### config.mk
export PLATFORM = sky130hd
export DESIGN_NAME = dsr_ctrl
export DESIGN_NICKNAME = d
export VERILOG_FILES = /design/src/verilog/dsr_pkg.sv /design/src/verilog/dsr_sync_if.sv /design/src/verilog/dsr_sync.sv /design/src/verilog/dsr_ctrl.sv
export SDC_FILE = /design/constraint.sdc
export NUM_CORES = 1
export LEC_CHECK = 0
export ABC_CLOCK_PERIOD_IN_PS = 2500
export BUFFER_PORTS_ARGS = -buffer_cell sky130_fd_sc_hd__clkbuf_2
export CORE_MARGIN = 2
export CORE_UTILIZATION = 35
export DETAILED_ROUTE_END_ITERATION = 7
export HOLD_SLACK_MARGIN = 0.1
export SLEW_MARGIN = 20
export SYNTH_ARGS = -nofsm -noshare
export SYNTH_HDL_FRONTEND = slang
export SYNTH_SLANG_ARGS = --single-unit
### constraint.sdc
create_clock -name pclk -period 2.5 [get_ports pclk]
set_input_delay 0.25 -clock pclk [delete_from_list [all_inputs] [get_ports pclk]]
set_output_delay 0.25 -clock pclk [all_outputs]
set_load 0.1 [all_outputs]
### src/verilog/dsr_pkg.sv
// constants for the discriminator start and reject logic
package dsr_pkg;
    // ****************************************************
    // clock and timing
    // ****************************************************
    localparam int CLK_NS = 4;
    localparam int STROBE_NS = 50;
    localparam int RUNDOWN_NS = 600;
    localparam int STROBE_CYC_I = (STROBE_NS / CLK_NS) < 1 ? 1 :
        (STROBE_NS / CLK_NS);
    localparam int RUNDOWN_CYC_I = (RUNDOWN_NS / CLK_NS) < 1 ? 1 :
        (RUNDOWN_NS / CLK_NS);
    localparam logic [7:0] STROBE_CYC = STROBE_CYC_I[7:0];
    localparam logic [7:0] RUNDOWN_CYC = RUNDOWN_CYC_I[7:0];

    // ****************************************************
    // synchroniser bit positions
    // ****************************************************
    localparam int NSYNC = 5;
    localparam int SB_LTH = 0;
    localparam int SB_UTH = 1;
    localparam int SB_ZERO = 2;
    localparam int SB_PK = 3;
    localparam int SB_CBUSY = 4;

    // ****************************************************
    // register map
    // ****************************************************
    localparam int AW = 8;
    localparam logic [AW-1:0] CTRL_OFS = 8'h00;
    localparam logic [AW-1:0] STATUS_OFS = 8'h04;
    localparam logic [AW-1:0] CONV_CNT_OFS = 8'h08;
    localparam logic [AW-1:0] REJ_CNT_OFS = 8'h0c;
    localparam int CTRL_ANALYZE_BIT = 0;
    localparam logic CTRL_ANALYZE_RST = 1'b1;
    localparam int ST_DEAD = 0;
    localparam int ST_CLAMP = 1;
    localparam int ST_REJECT = 2;
    localparam int ST_SHUNT = 3;
    localparam int ST_BUSY = 4;
    localparam int ST_RUNDOWN = 5;
    localparam int ST_SUPPRESS = 6;
    localparam int ST_ZERO = 7;
    localparam logic [15:0] CNT_RST = 16'h0000;
endpackage : dsr_pkg

### src/verilog/dsr_sync_if.sv
// bundle between the raw asynchronous inputs and the synchroniser
`timescale 1ns/1ps
`default_nettype none
interface dsr_sync_if;
    logic [dsr_pkg::NSYNC-1:0] raw;
    logic [dsr_pkg::NSYNC-1:0] synced;
    modport src (output raw, input synced);
    modport sync (input raw, output synced);
endinterface : dsr_sync_if
`default_nettype wire

### src/verilog/dsr_sync.sv
// two-stage synchroniser for the comparator and strobe inputs
`timescale 1ns/1ps
`default_nettype none
module dsr_sync (
    input wire logic pclk, // system clock
    input wire logic presetn, // async reset, active low
    dsr_sync_if.sync sif // raw in, synced out
);
    logic [dsr_pkg::NSYNC-1:0] meta_r;
    logic [dsr_pkg::NSYNC-1:0] sync_r;

    // first stage feeds only the second stage
    always_ff @(posedge pclk or negedge presetn) begin
        if (!presetn) begin
            meta_r <= '0;
            sync_r <= '0;
        end else begin
            meta_r <= sif.raw;
            sync_r <= meta_r;
        end
    end

    assign sif.synced = sync_r;
endmodule : dsr_sync
`default_nettype wire

### src/verilog/dsr_ctrl.sv
// start and reject control of the stretcher converter, with apb registers
// ****************************************************
// Overview of operation
// - dead time is lower threshold or busy
// - clamp released during dead time and busy
// - peak strobe passes only with lower threshold
// - upper threshold sets the reject latch
// - reject latch engages low-impedance stretcher shunt
// - reject latch clears only when dead time ends
// - reject latch blocks the qualified strobe
// - late reject resets busy, suppresses store
// - zero level low holds busy cleared
// - busy sets only with zero level high
// - rundown starts 0.6 us after busy
// - zero level fall ends busy, closes gate
// - off mode suppresses every conversion start
// - qualified strobe is 48 ns low pulse (12 cycles)
// ****************************************************
`timescale 1ns/1ps
`default_nettype none
module dsr_ctrl (
    input wire logic pclk, // 250 MHz clock
    input wire logic presetn, // async reset, active low
    input wire logic psel, // apb select
    input wire logic penable, // apb access phase
    input wire logic pwrite, // apb write
    input wire logic [7:0] paddr, // apb byte address
    input wire logic [31:0] pwdata, // apb write data
    output logic [31:0] prdata, // apb read data
    output logic pready, // apb ready
    output logic pslverr, // apb error on unmapped address
    input wire logic lower_threshold_hit, // lower comparator
    input wire logic upper_threshold_hit, // upper comparator
    input wire logic above_zero_level, // zero level comparator
    input wire logic peak_detect, // raw peak-detect pulse
    input wire logic converter_busy, // converter busy flag
    output logic dead_time_flag, // dead time
    output logic clamp_release, // discharge clamp released
    output logic reject_latch, // reject latch
    output logic reject_latch_n, // reject latch inverted
    output logic reject_shunt, // low-impedance shunt on
    output logic qualified_peak_strobe_n, // start pulse, low active
    output logic stretcher_busy, // stretcher busy flip-flop
    output logic scaler_gate, // address scaler clock gate open
    output logic rundown_start, // linear rundown on
    output logic internal_reset, // one-cycle busy reset request
    output logic store_suppress // store command suppressed
);
    // ****************************************************
    // synchronised inputs
    // ****************************************************
    dsr_sync_if sif ();
    logic s_lth, s_uth, s_zero, s_pk, s_cbusy;
    assign sif.raw = {converter_busy, peak_detect, above_zero_level,
                      upper_threshold_hit, lower_threshold_hit};
    dsr_sync u_sync (
        .pclk(pclk),
        .presetn(presetn),
        .sif(sif)
    );

    assign s_lth = sif.synced[dsr_pkg::SB_LTH];
    assign s_uth = sif.synced[dsr_pkg::SB_UTH];
    assign s_zero = sif.synced[dsr_pkg::SB_ZERO];
    assign s_pk = sif.synced[dsr_pkg::SB_PK];
    assign s_cbusy = sif.synced[dsr_pkg::SB_CBUSY];
    function automatic logic [15:0] sat_inc(input logic [15:0] v);
        sat_inc = (v == 16'hffff) ? v : 16'(v + 16'h0001);
    endfunction : sat_inc

    logic dead_time_flag_r, clamp_release_r, reject_latch_r;
    logic reject_latch_n_r, reject_shunt_r, strobe_n_r;
    logic stretcher_busy_r, scaler_gate_r, rundown_r;
    logic internal_reset_r, store_suppress_r;
    logic analyze_en_r, pk_d_r;
    logic [7:0] strobe_cnt_r, rd_cnt_r;
    logic [15:0] conv_cnt_r, rej_cnt_r;
    logic [31:0] prdata_r;
    logic pready_r, pslverr_r;
    logic pk_rise, qual, late_reject;

    // ****************************************************
    // dead time and clamp
    // ****************************************************
    always_ff @(posedge pclk or negedge presetn) begin
        if (!presetn) begin
            dead_time_flag_r <= 1'b0;
            clamp_release_r <= 1'b0;
        end else begin
            dead_time_flag_r <= s_lth | s_cbusy;
            clamp_release_r <= s_lth | s_cbusy;
        end
    end

    // ****************************************************
    // reject latch
    // ****************************************************
    always_ff @(posedge pclk or negedge presetn) begin
        if (!presetn) begin
            reject_latch_r <= 1'b0;
            reject_latch_n_r <= 1'b1;
            reject_shunt_r <= 1'b0;
        end else begin
            if (s_uth) begin
                reject_latch_r <= 1'b1;
                reject_latch_n_r <= 1'b0;
            end else if (!dead_time_flag_r) begin
                reject_latch_r <= 1'b0;
                reject_latch_n_r <= 1'b1;
            end
            reject_shunt_r <= reject_latch_r;
        end
    end

    // ****************************************************
    // peak strobe qualification
    // ****************************************************
    assign pk_rise = s_pk & ~pk_d_r;
    assign qual = pk_rise & s_lth & ~reject_latch_r & s_zero & analyze_en_r;
    assign late_reject = stretcher_busy_r & reject_latch_r & s_zero;

    always_ff @(posedge pclk or negedge presetn) begin
        if (!presetn) begin
            pk_d_r <= 1'b0;
            strobe_cnt_r <= 8'h00;
            strobe_n_r <= 1'b1;
        end else begin
            pk_d_r <= s_pk;
            if (qual) begin
                strobe_cnt_r <= dsr_pkg::STROBE_CYC;
                strobe_n_r <= 1'b0;
            end else if (strobe_cnt_r > 8'h01) begin
                strobe_cnt_r <= 8'(strobe_cnt_r - 8'h01);
            end else begin
                strobe_cnt_r <= 8'h00;
                strobe_n_r <= 1'b1;
            end
        end
    end

    // ****************************************************
    // stretcher busy, gate and rundown
    // ****************************************************
    always_ff @(posedge pclk or negedge presetn) begin
        if (!presetn) begin
            stretcher_busy_r <= 1'b0;
            scaler_gate_r <= 1'b0;
        end else begin
            if (!s_zero) begin
                stretcher_busy_r <= 1'b0;
            end else if (late_reject) begin
                stretcher_busy_r <= 1'b0;
            end else if (qual) begin
                stretcher_busy_r <= 1'b1;
            end
            scaler_gate_r <= stretcher_busy_r;
        end
    end

    always_ff @(posedge pclk or negedge presetn) begin
        if (!presetn) begin
            rd_cnt_r <= 8'h00;
            rundown_r <= 1'b0;
        end else begin
            if (!stretcher_busy_r) begin
                rd_cnt_r <= 8'h00;
                rundown_r <= 1'b0;
            end else if (rd_cnt_r != dsr_pkg::RUNDOWN_CYC) begin
                rd_cnt_r <= 8'(rd_cnt_r + 8'h01);
            end else begin
                rundown_r <= 1'b1;
            end
        end
    end

    // ****************************************************
    // late reject handling
    // ****************************************************
    always_ff @(posedge pclk or negedge presetn) begin
        if (!presetn) begin
            internal_reset_r <= 1'b0;
            store_suppress_r <= 1'b0;
        end else begin
            internal_reset_r <= late_reject;
            if (late_reject) begin
                store_suppress_r <= 1'b1;
            end else if (!reject_latch_r) begin
                store_suppress_r <= 1'b0;
            end
        end
    end

    // ****************************************************
    // apb registers
    // ****************************************************
    always_ff @(posedge pclk or negedge presetn) begin
        if (!presetn) begin
            conv_cnt_r <= dsr_pkg::CNT_RST;
            rej_cnt_r <= dsr_pkg::CNT_RST;
        end else begin
            if (qual) begin
                conv_cnt_r <= sat_inc(conv_cnt_r);
            end
            if (late_reject) begin
                rej_cnt_r <= sat_inc(rej_cnt_r);
            end
        end
    end

    logic acc, mapped;
    logic [31:0] rd_val;
    assign acc = psel & penable & ~pready_r;
    assign mapped = (paddr == dsr_pkg::CTRL_OFS) ||
                    (paddr == dsr_pkg::STATUS_OFS) ||
                    (paddr == dsr_pkg::CONV_CNT_OFS) ||
                    (paddr == dsr_pkg::REJ_CNT_OFS);

    always_comb begin
        rd_val = 32'h0000_0000;
        case (paddr)
            dsr_pkg::CTRL_OFS: begin
                rd_val[dsr_pkg::CTRL_ANALYZE_BIT] = analyze_en_r;
            end
            dsr_pkg::STATUS_OFS: begin
                rd_val[dsr_pkg::ST_DEAD] = dead_time_flag_r;
                rd_val[dsr_pkg::ST_CLAMP] = clamp_release_r;
                rd_val[dsr_pkg::ST_REJECT] = reject_latch_r;
                rd_val[dsr_pkg::ST_SHUNT] = reject_shunt_r;
                rd_val[dsr_pkg::ST_BUSY] = stretcher_busy_r;
                rd_val[dsr_pkg::ST_RUNDOWN] = rundown_r;
                rd_val[dsr_pkg::ST_SUPPRESS] = store_suppress_r;
                rd_val[dsr_pkg::ST_ZERO] = s_zero;
            end
            dsr_pkg::CONV_CNT_OFS: rd_val = {16'h0000, conv_cnt_r};
            dsr_pkg::REJ_CNT_OFS: rd_val = {16'h0000, rej_cnt_r};
            default: rd_val = 32'h0000_0000;
        endcase
    end

    always_ff @(posedge pclk or negedge presetn) begin
        if (!presetn) begin
            pready_r <= 1'b0;
            pslverr_r <= 1'b0;
            prdata_r <= 32'h0000_0000;
            analyze_en_r <= dsr_pkg::CTRL_ANALYZE_RST;
        end else begin
            pready_r <= acc;
            pslverr_r <= acc & ~mapped;
            prdata_r <= (acc && !pwrite) ? rd_val : 32'h0000_0000;
            if (psel && penable && pready_r && pwrite &&
                paddr == dsr_pkg::CTRL_OFS) begin
                analyze_en_r <= pwdata[dsr_pkg::CTRL_ANALYZE_BIT];
            end
        end
    end

    assign prdata = prdata_r;
    assign pready = pready_r;
    assign pslverr = pslverr_r;
    assign dead_time_flag = dead_time_flag_r;
    assign clamp_release = clamp_release_r;
    assign reject_latch = reject_latch_r;
    assign reject_latch_n = reject_latch_n_r;
    assign reject_shunt = reject_shunt_r;
    assign qualified_peak_strobe_n = strobe_n_r;
    assign stretcher_busy = stretcher_busy_r;
    assign scaler_gate = scaler_gate_r;
    assign rundown_start = rundown_r;
    assign internal_reset = internal_reset_r;
    assign store_suppress = store_suppress_r;
endmodule : dsr_ctrl
`default_nettype wire

=== After elaboration in Yosys (flattened, before gate mapping) ===
Index checks and enable logic that the tools add are counted.

* Reduce and logical (&&, ||, !) cells: 12
* Equal/unequal tests: 12
* Muxes and demuxes: 21
* Bitwise operators: 17
* Order comparisons: 1
* Add/subtract/negate cells: 4

{| class="wikitable"
|+ Operators by type and width
! operator !! number
|-
| adder 16 x 1 -> 16 bit, second input constant || 2
|-
| equality test 16 bit, second input constant || 2
|-
| two-way mux 32 bit || 1
|-
| two-way mux 8 bit || 4
|-
| case mux 7 bit (3 select lines) || 1
|-
| equality test 8 x 4 -> 1 bit, second input constant || 2
|-
| case mux 8 bit (2 select lines) || 1
|-
| two-way mux 1 bit || 13
|-
| AND 1 bit || 10
|-
| adder 8 x 1 -> 8 bit, second input constant || 1
|-
| equality test 8 x 3 -> 1 bit, second input constant || 1
|-
| greater-than comparator 8 x 1 -> 1 bit, second input constant || 1
|-
| logical NOT 8 bit || 1
|-
| != test 8 bit, second input constant || 1
|-
| subtractor 8 x 1 -> 8 bit, second input constant || 1
|-
| != test 2 x 1 -> 1 bit, second input constant || 3
|-
| NOT 1 bit || 6
|-
| logical AND 1 bit || 5
|-
| != test 2 bit, second input constant || 2
|-
| case mux 1 bit (4 select lines) || 1
|-
| AND reduction 2 bit || 2
|-
| logical OR 1 bit || 3
|-
| != test 3 bit, second input constant || 1
|-
| logical NOT 1 bit || 1
|-
| bitwise OR 1 bit || 1
|}

* Word-level logic and storage cells: 88
* Output and inout bits: 45
* Bits of input ports: 50
* Register bits: 104

=== Depth between registers and ports, before layout ===
* Depth after elaboration: 9
* Mapped depth: 7
* Gate-level depth less buffers: 6

=== Cells and area by module ===
Synthesis repeated with hierarchy kept, for this count alone.

* Cells, all modules: 353
* Area total of the unflattened synthesis: 4,006.3 um2

{| class="wikitable"
|+ Modules (own cells, without submodules)
! module !! area each (um2) !! cells an instance !! instances
|-
| dsr_ctrl || 3,756.1 || 343 || 1
|-
| dsr_sync || 250.2 || 10 || 1
|}

=== Least setup slack after synthesis ===
No wires, ideal clock.

* Path type: flip-flop to flip-flop
* Start: reg reject_latch_r, in the netlist reject_latch
* End: reg conv_cnt_r[3]
* Stages on the path, launching flop included: 5
* Clock period less this slack: 2.143 ns
* Path slack: 0.357 ns
* Buffers on the path: 0
* Setup time: 0.125 ns
* Data arrival time: 2.019 ns
* Cells stage by stage: dfrtp_1 nand2b_1 or2_2 or3b_2 xnor2_1

* Word-level cells in the longest chain between the ends: 5

{| class="wikitable"
|+ Ends and longest elaborated chain
! item !! line !! text
|-
| start: declaration || dsr_ctrl.sv:71 || <nowiki>logic dead_time_flag_r, clamp_release_r, reject_latch_r;</nowiki>
|-
| start signal: assignment || dsr_ctrl.sv:100 || <nowiki>reject_latch_r <= 1'b0;</nowiki>
|-
| start signal: assignment || dsr_ctrl.sv:105 || <nowiki>reject_latch_r <= 1'b1;</nowiki>
|-
| start signal: assignment || dsr_ctrl.sv:108 || <nowiki>reject_latch_r <= 1'b0;</nowiki>
|-
| NOT 1 bit || dsr_ctrl.sv:119 || <nowiki>assign qual = pk_rise & s_lth & ~reject_latch_r & s_zero & analyze_en_r;</nowiki>
|-
| AND 1 bit (3 in series) || dsr_ctrl.sv:119 ||
|-
| AND reduction 2 bit (no line) || -- ||
|-
| end signal: assignment || dsr_ctrl.sv:198 || <nowiki>conv_cnt_r <= dsr_pkg::CNT_RST;</nowiki>
|-
| end signal: assignment || dsr_ctrl.sv:202 || <nowiki>conv_cnt_r <= sat_inc(conv_cnt_r);</nowiki>
|-
| end: declaration || dsr_ctrl.sv:77 || <nowiki>logic [15:0] conv_cnt_r, rej_cnt_r;</nowiki>
|}

Every way passes these cells.
A chain may end at the register's enable or synchronous reset.

=== Worst setup path in the final report ===
* Start: reg conv_cnt_r[1]
* End: reg conv_cnt_r[1]

* Word-level cells in the longest chain between the ends: 3

{| class="wikitable"
|+ Ends and longest elaborated chain
! item
|-
| branches (longest 3 deep; another with adder 16 x 1 -> 16 bit)
|}

Several ways; the timed one is not identified.

==> reports/summary.txt <==
initial antenna violation count -> 0
WL final -> 7992 um
Synth cell types -> 51
Mapped Cells -> 356
mean post-synth cell area -> 11.14 um2
cell taking the most area after synthesis -> dfrtp_1
layout cells sized above 1 -> 0.2238
Worst Path Required -> 2.72 ns
fin crit period -> 2.065 ns
Cell Int Power -> 0.002456 W
RePlAce Congestion -> 0.8201
clk_lat worst skew -> 0.34 ns
final period utilization -> 0.8259
crit path max fanout -> 14
Startpoint Class -> flop
Max Buffers Root-to-Sink -> 2
FMAX -> 484.3 MHz
Die ar. -> 12200 um2
Max Clock Skew -> 0.009763 ns
Rows -> 38
crit path DAT -> 2.29 ns
Hold Path Class -> in2reg
Hold Violations, Final -> 0
sw frac -> 0.2806
NetSw -> 0.0009579 W
outcome -> finished clean
Synth async-reset ratio -> 1.000
DR iter-0 viols -> 191
total gr overflow -> 0
Initial Util -> 0.3628
Net count, final -> 471
Pwr Density -> 726.1 nW/um2
setup tns final -> 0 ns
Main synth FF type -> dfrtp_1
routed vias -> 2758
H-tree level count -> 3
non-filler cells, final -> 560
Post-synth EDFFs -> 0
WL/cell -> 14.27 um
Syn. warnings -> 0
DRC -> 0
Die Ht -> 110.5 um
first-pass GRT wire length -> 13890 um
Core ar. -> 10940 um2
Area growth, synth to finish -> 18.48%
drt first pass iters -> 4
Antenna Nets Post-Route -> 0
Critical-path top delay cell -> or4_4
gr usage total -> 0.1389
buffers added on ports -> 47
Antenna Cells -> 0
commonest non-fill, non-tap cell in the layout -> dfrtp_1
Boundary Pins -> 95
clock slew at reported path FFs -> 0.07 ns
combinational share of power -> 0.129
Final Max Tran Viols -> 0
detailed-placement wirelength estimate -> 5765 um
setup violators final -> 0
fill count -> 1048
top cell type's share of synthesized area -> 0.5361
crit-path cells -> ha_1 -> nand4_2 -> or4_4 -> and2_4 -> mux2_4
worst setup margin -> 0.4352 ns
synth top area cells -> dfrtp_1, xnor2_1, xor2_1
worst slack, placed -> 0.4363 ns
Sink Count -> 88
Cell Area, Synth -> 3968 um2
Worst Max-Slew Pin Slew -> 0.6727 ns
clock share of power -> 0.407
register area share after synthesis -> 0.5560
Post-CTS Setup Bufs -> 0
RSZ-0062 raised after global routing -> no
VDD IR max -> 340.0 uV
crit end category -> flop
clock root cell -> clkbuf_16
cts bufs inserted -> 9
Reg power frac -> 0.464
most frequent cells in the layout -> dfrtp_1, clkbuf_2, nor2_1, xnor2_1, nand2_1
Die Span X -> 110.5 um
Max Cap Viol -> 0
largest net degree at the start of global routing -> 54
vias per cell -> 4.925
CTS tree -> done
vias in the first global route -> 2812
Pleak -> 2.199 nW
#FFs+latches synth -> 88
WS Path Type -> reg2reg
Largest stage delay, worst path -> 0.67 ns
max_slew headroom -> 0.5516
Inst Count DP -> 538
-- power by group through the flow --
stage	Sequential, W	Clock (W)	Combinational, W
after floorplan	0.00164	0	0.000325
after global placement	0.00161	0	0.000430
after detailed placement	0.00161	0	0.000440
after CTS	0.00158	0.00141	0.000448
after global routing	0.00159	0.00147	0.000494
final	0.00158	0.00139	0.000441
-- area by class of cell --
| cell class | count | area, um2 | share of cell area |
|---|---|---|---|
| inverter | 11 | 41.29 | 0.008784 |
| timing repair buffer | 59 | 355.3 | 0.07559 |
| multi-input combinational | 246 | 1612 | 0.3428 |
| clock buffer | 10 | 239.0 | 0.05084 |
| tap | 140 | 175.2 | 0.03726 |
| clock inverter | 6 | 72.57 | 0.01544 |
| sequential | 88 | 2206 | 0.4693 |
-- critical path: cells and delay by family (launching register included) --
family,cells,cell delay (ns)
AND/OR/NAND/NOR,3,1.04
flip-flops,1,0.40
multiplexers,1,0.28
adder cells (fa/ha/maj),1,0.22
-- sequential cells by signal, indices dropped and copies added, names as in the netlist, 5 cells and up --
name               flops
prdata                16
rd_cnt_r               8
u_sync.meta_r          5
conv_cnt_r            16
rej_cnt_r             16
u_sync.sif.synced      5
strobe_cnt_r           8
-- worst paths after layout --
check / cells after the start / slack, ns / start / end
min reg2reg: 0 / 0.35 / u_sync.meta_r[4] / u_sync.sif.synced[4]
max: 5 / 0.44 / conv_cnt_r[1] / conv_cnt_r[1]
min: 2 / 0.16 / pwdata[0] / analyze_en_r
min in group asynchronous: 2 / 0.49 / presetn / rej_cnt_r[8]
max reg2reg: 5 / 0.44 / conv_cnt_r[1] / conv_cnt_r[1]
max in group asynchronous: 3 / 1.30 / presetn / qualified_peak_strobe_n
-- logic make-up (layout without fill, tap and decap cells) --
| group | after synthesis | after routing | synth area share |
|---|---|---|---|
| flip-flops | 88 | 88 | 0.5560 |
| multiplexers | 8 | 8 | 0.02333 |
| adder cells (fa/ha/maj) | 6 | 6 | 0.01892 |
| AND/OR/NAND/NOR | 143 | 143 | 0.2037 |
| XOR/XNOR | 41 | 41 | 0.09051 |
| other | 1 | 16 | 0.0009452 |
| buffers and inverters | 37 | 86 | 0.05203 |
| AO/OA/AOI/OAI | 32 | 32 | 0.05456 |
-- synthesized netlist by cell type (all sizes together), types with 8 or more instances --
cell type / number
buf: 21
a22oi: 15
nand2: 20
inv: 10
nand4: 14
xnor2: 23
nand3: 16
xor2: 18
dfrtp: 85
nor4: 8
nor3: 12
nor2: 41
-- routing by layer --
| metal | wire [um] | track usage | vias up |
|---|---|---|---|
| met4 | 129 | 0.06000 | 0 |
| met1 | 3598 | 0.1840 | 1368 |
| met5 | 0 | 0 | - |
| li1 | - | - | 1321 |
| met3 | 296 | 0.02141 | 12 |
| met2 | 3967 | 0.2266 | 57 |
-- repair_timing --
item | CTS | global route
gates resized for setup | 0 | 0
hold buffers | 6 | 0
endpoints found under the hold margin | 55 | 0
-- metrics by stage --
stage | cell area, um2 | power, W | util | hold WS, ns
2_1_floorplan | 4024 | 0.001961 | - | -0.04559
3_3_place_gp | 4329 | 0.002037 | 0.3959 | 0.3351
3_5_place_dp | 4329 | 0.002048 | 0.3959 | 0.3362
4_1_cts | 4701 | 0.003443 | 0.4299 | 0.1568
5_1_grt | 4701 | 0.003560 | 0.4299 | 0.1528
6_report | 4701 | 0.003413 | 0.4299 | 0.1556
No activity file was read; power rests on OpenSTA's default activity.
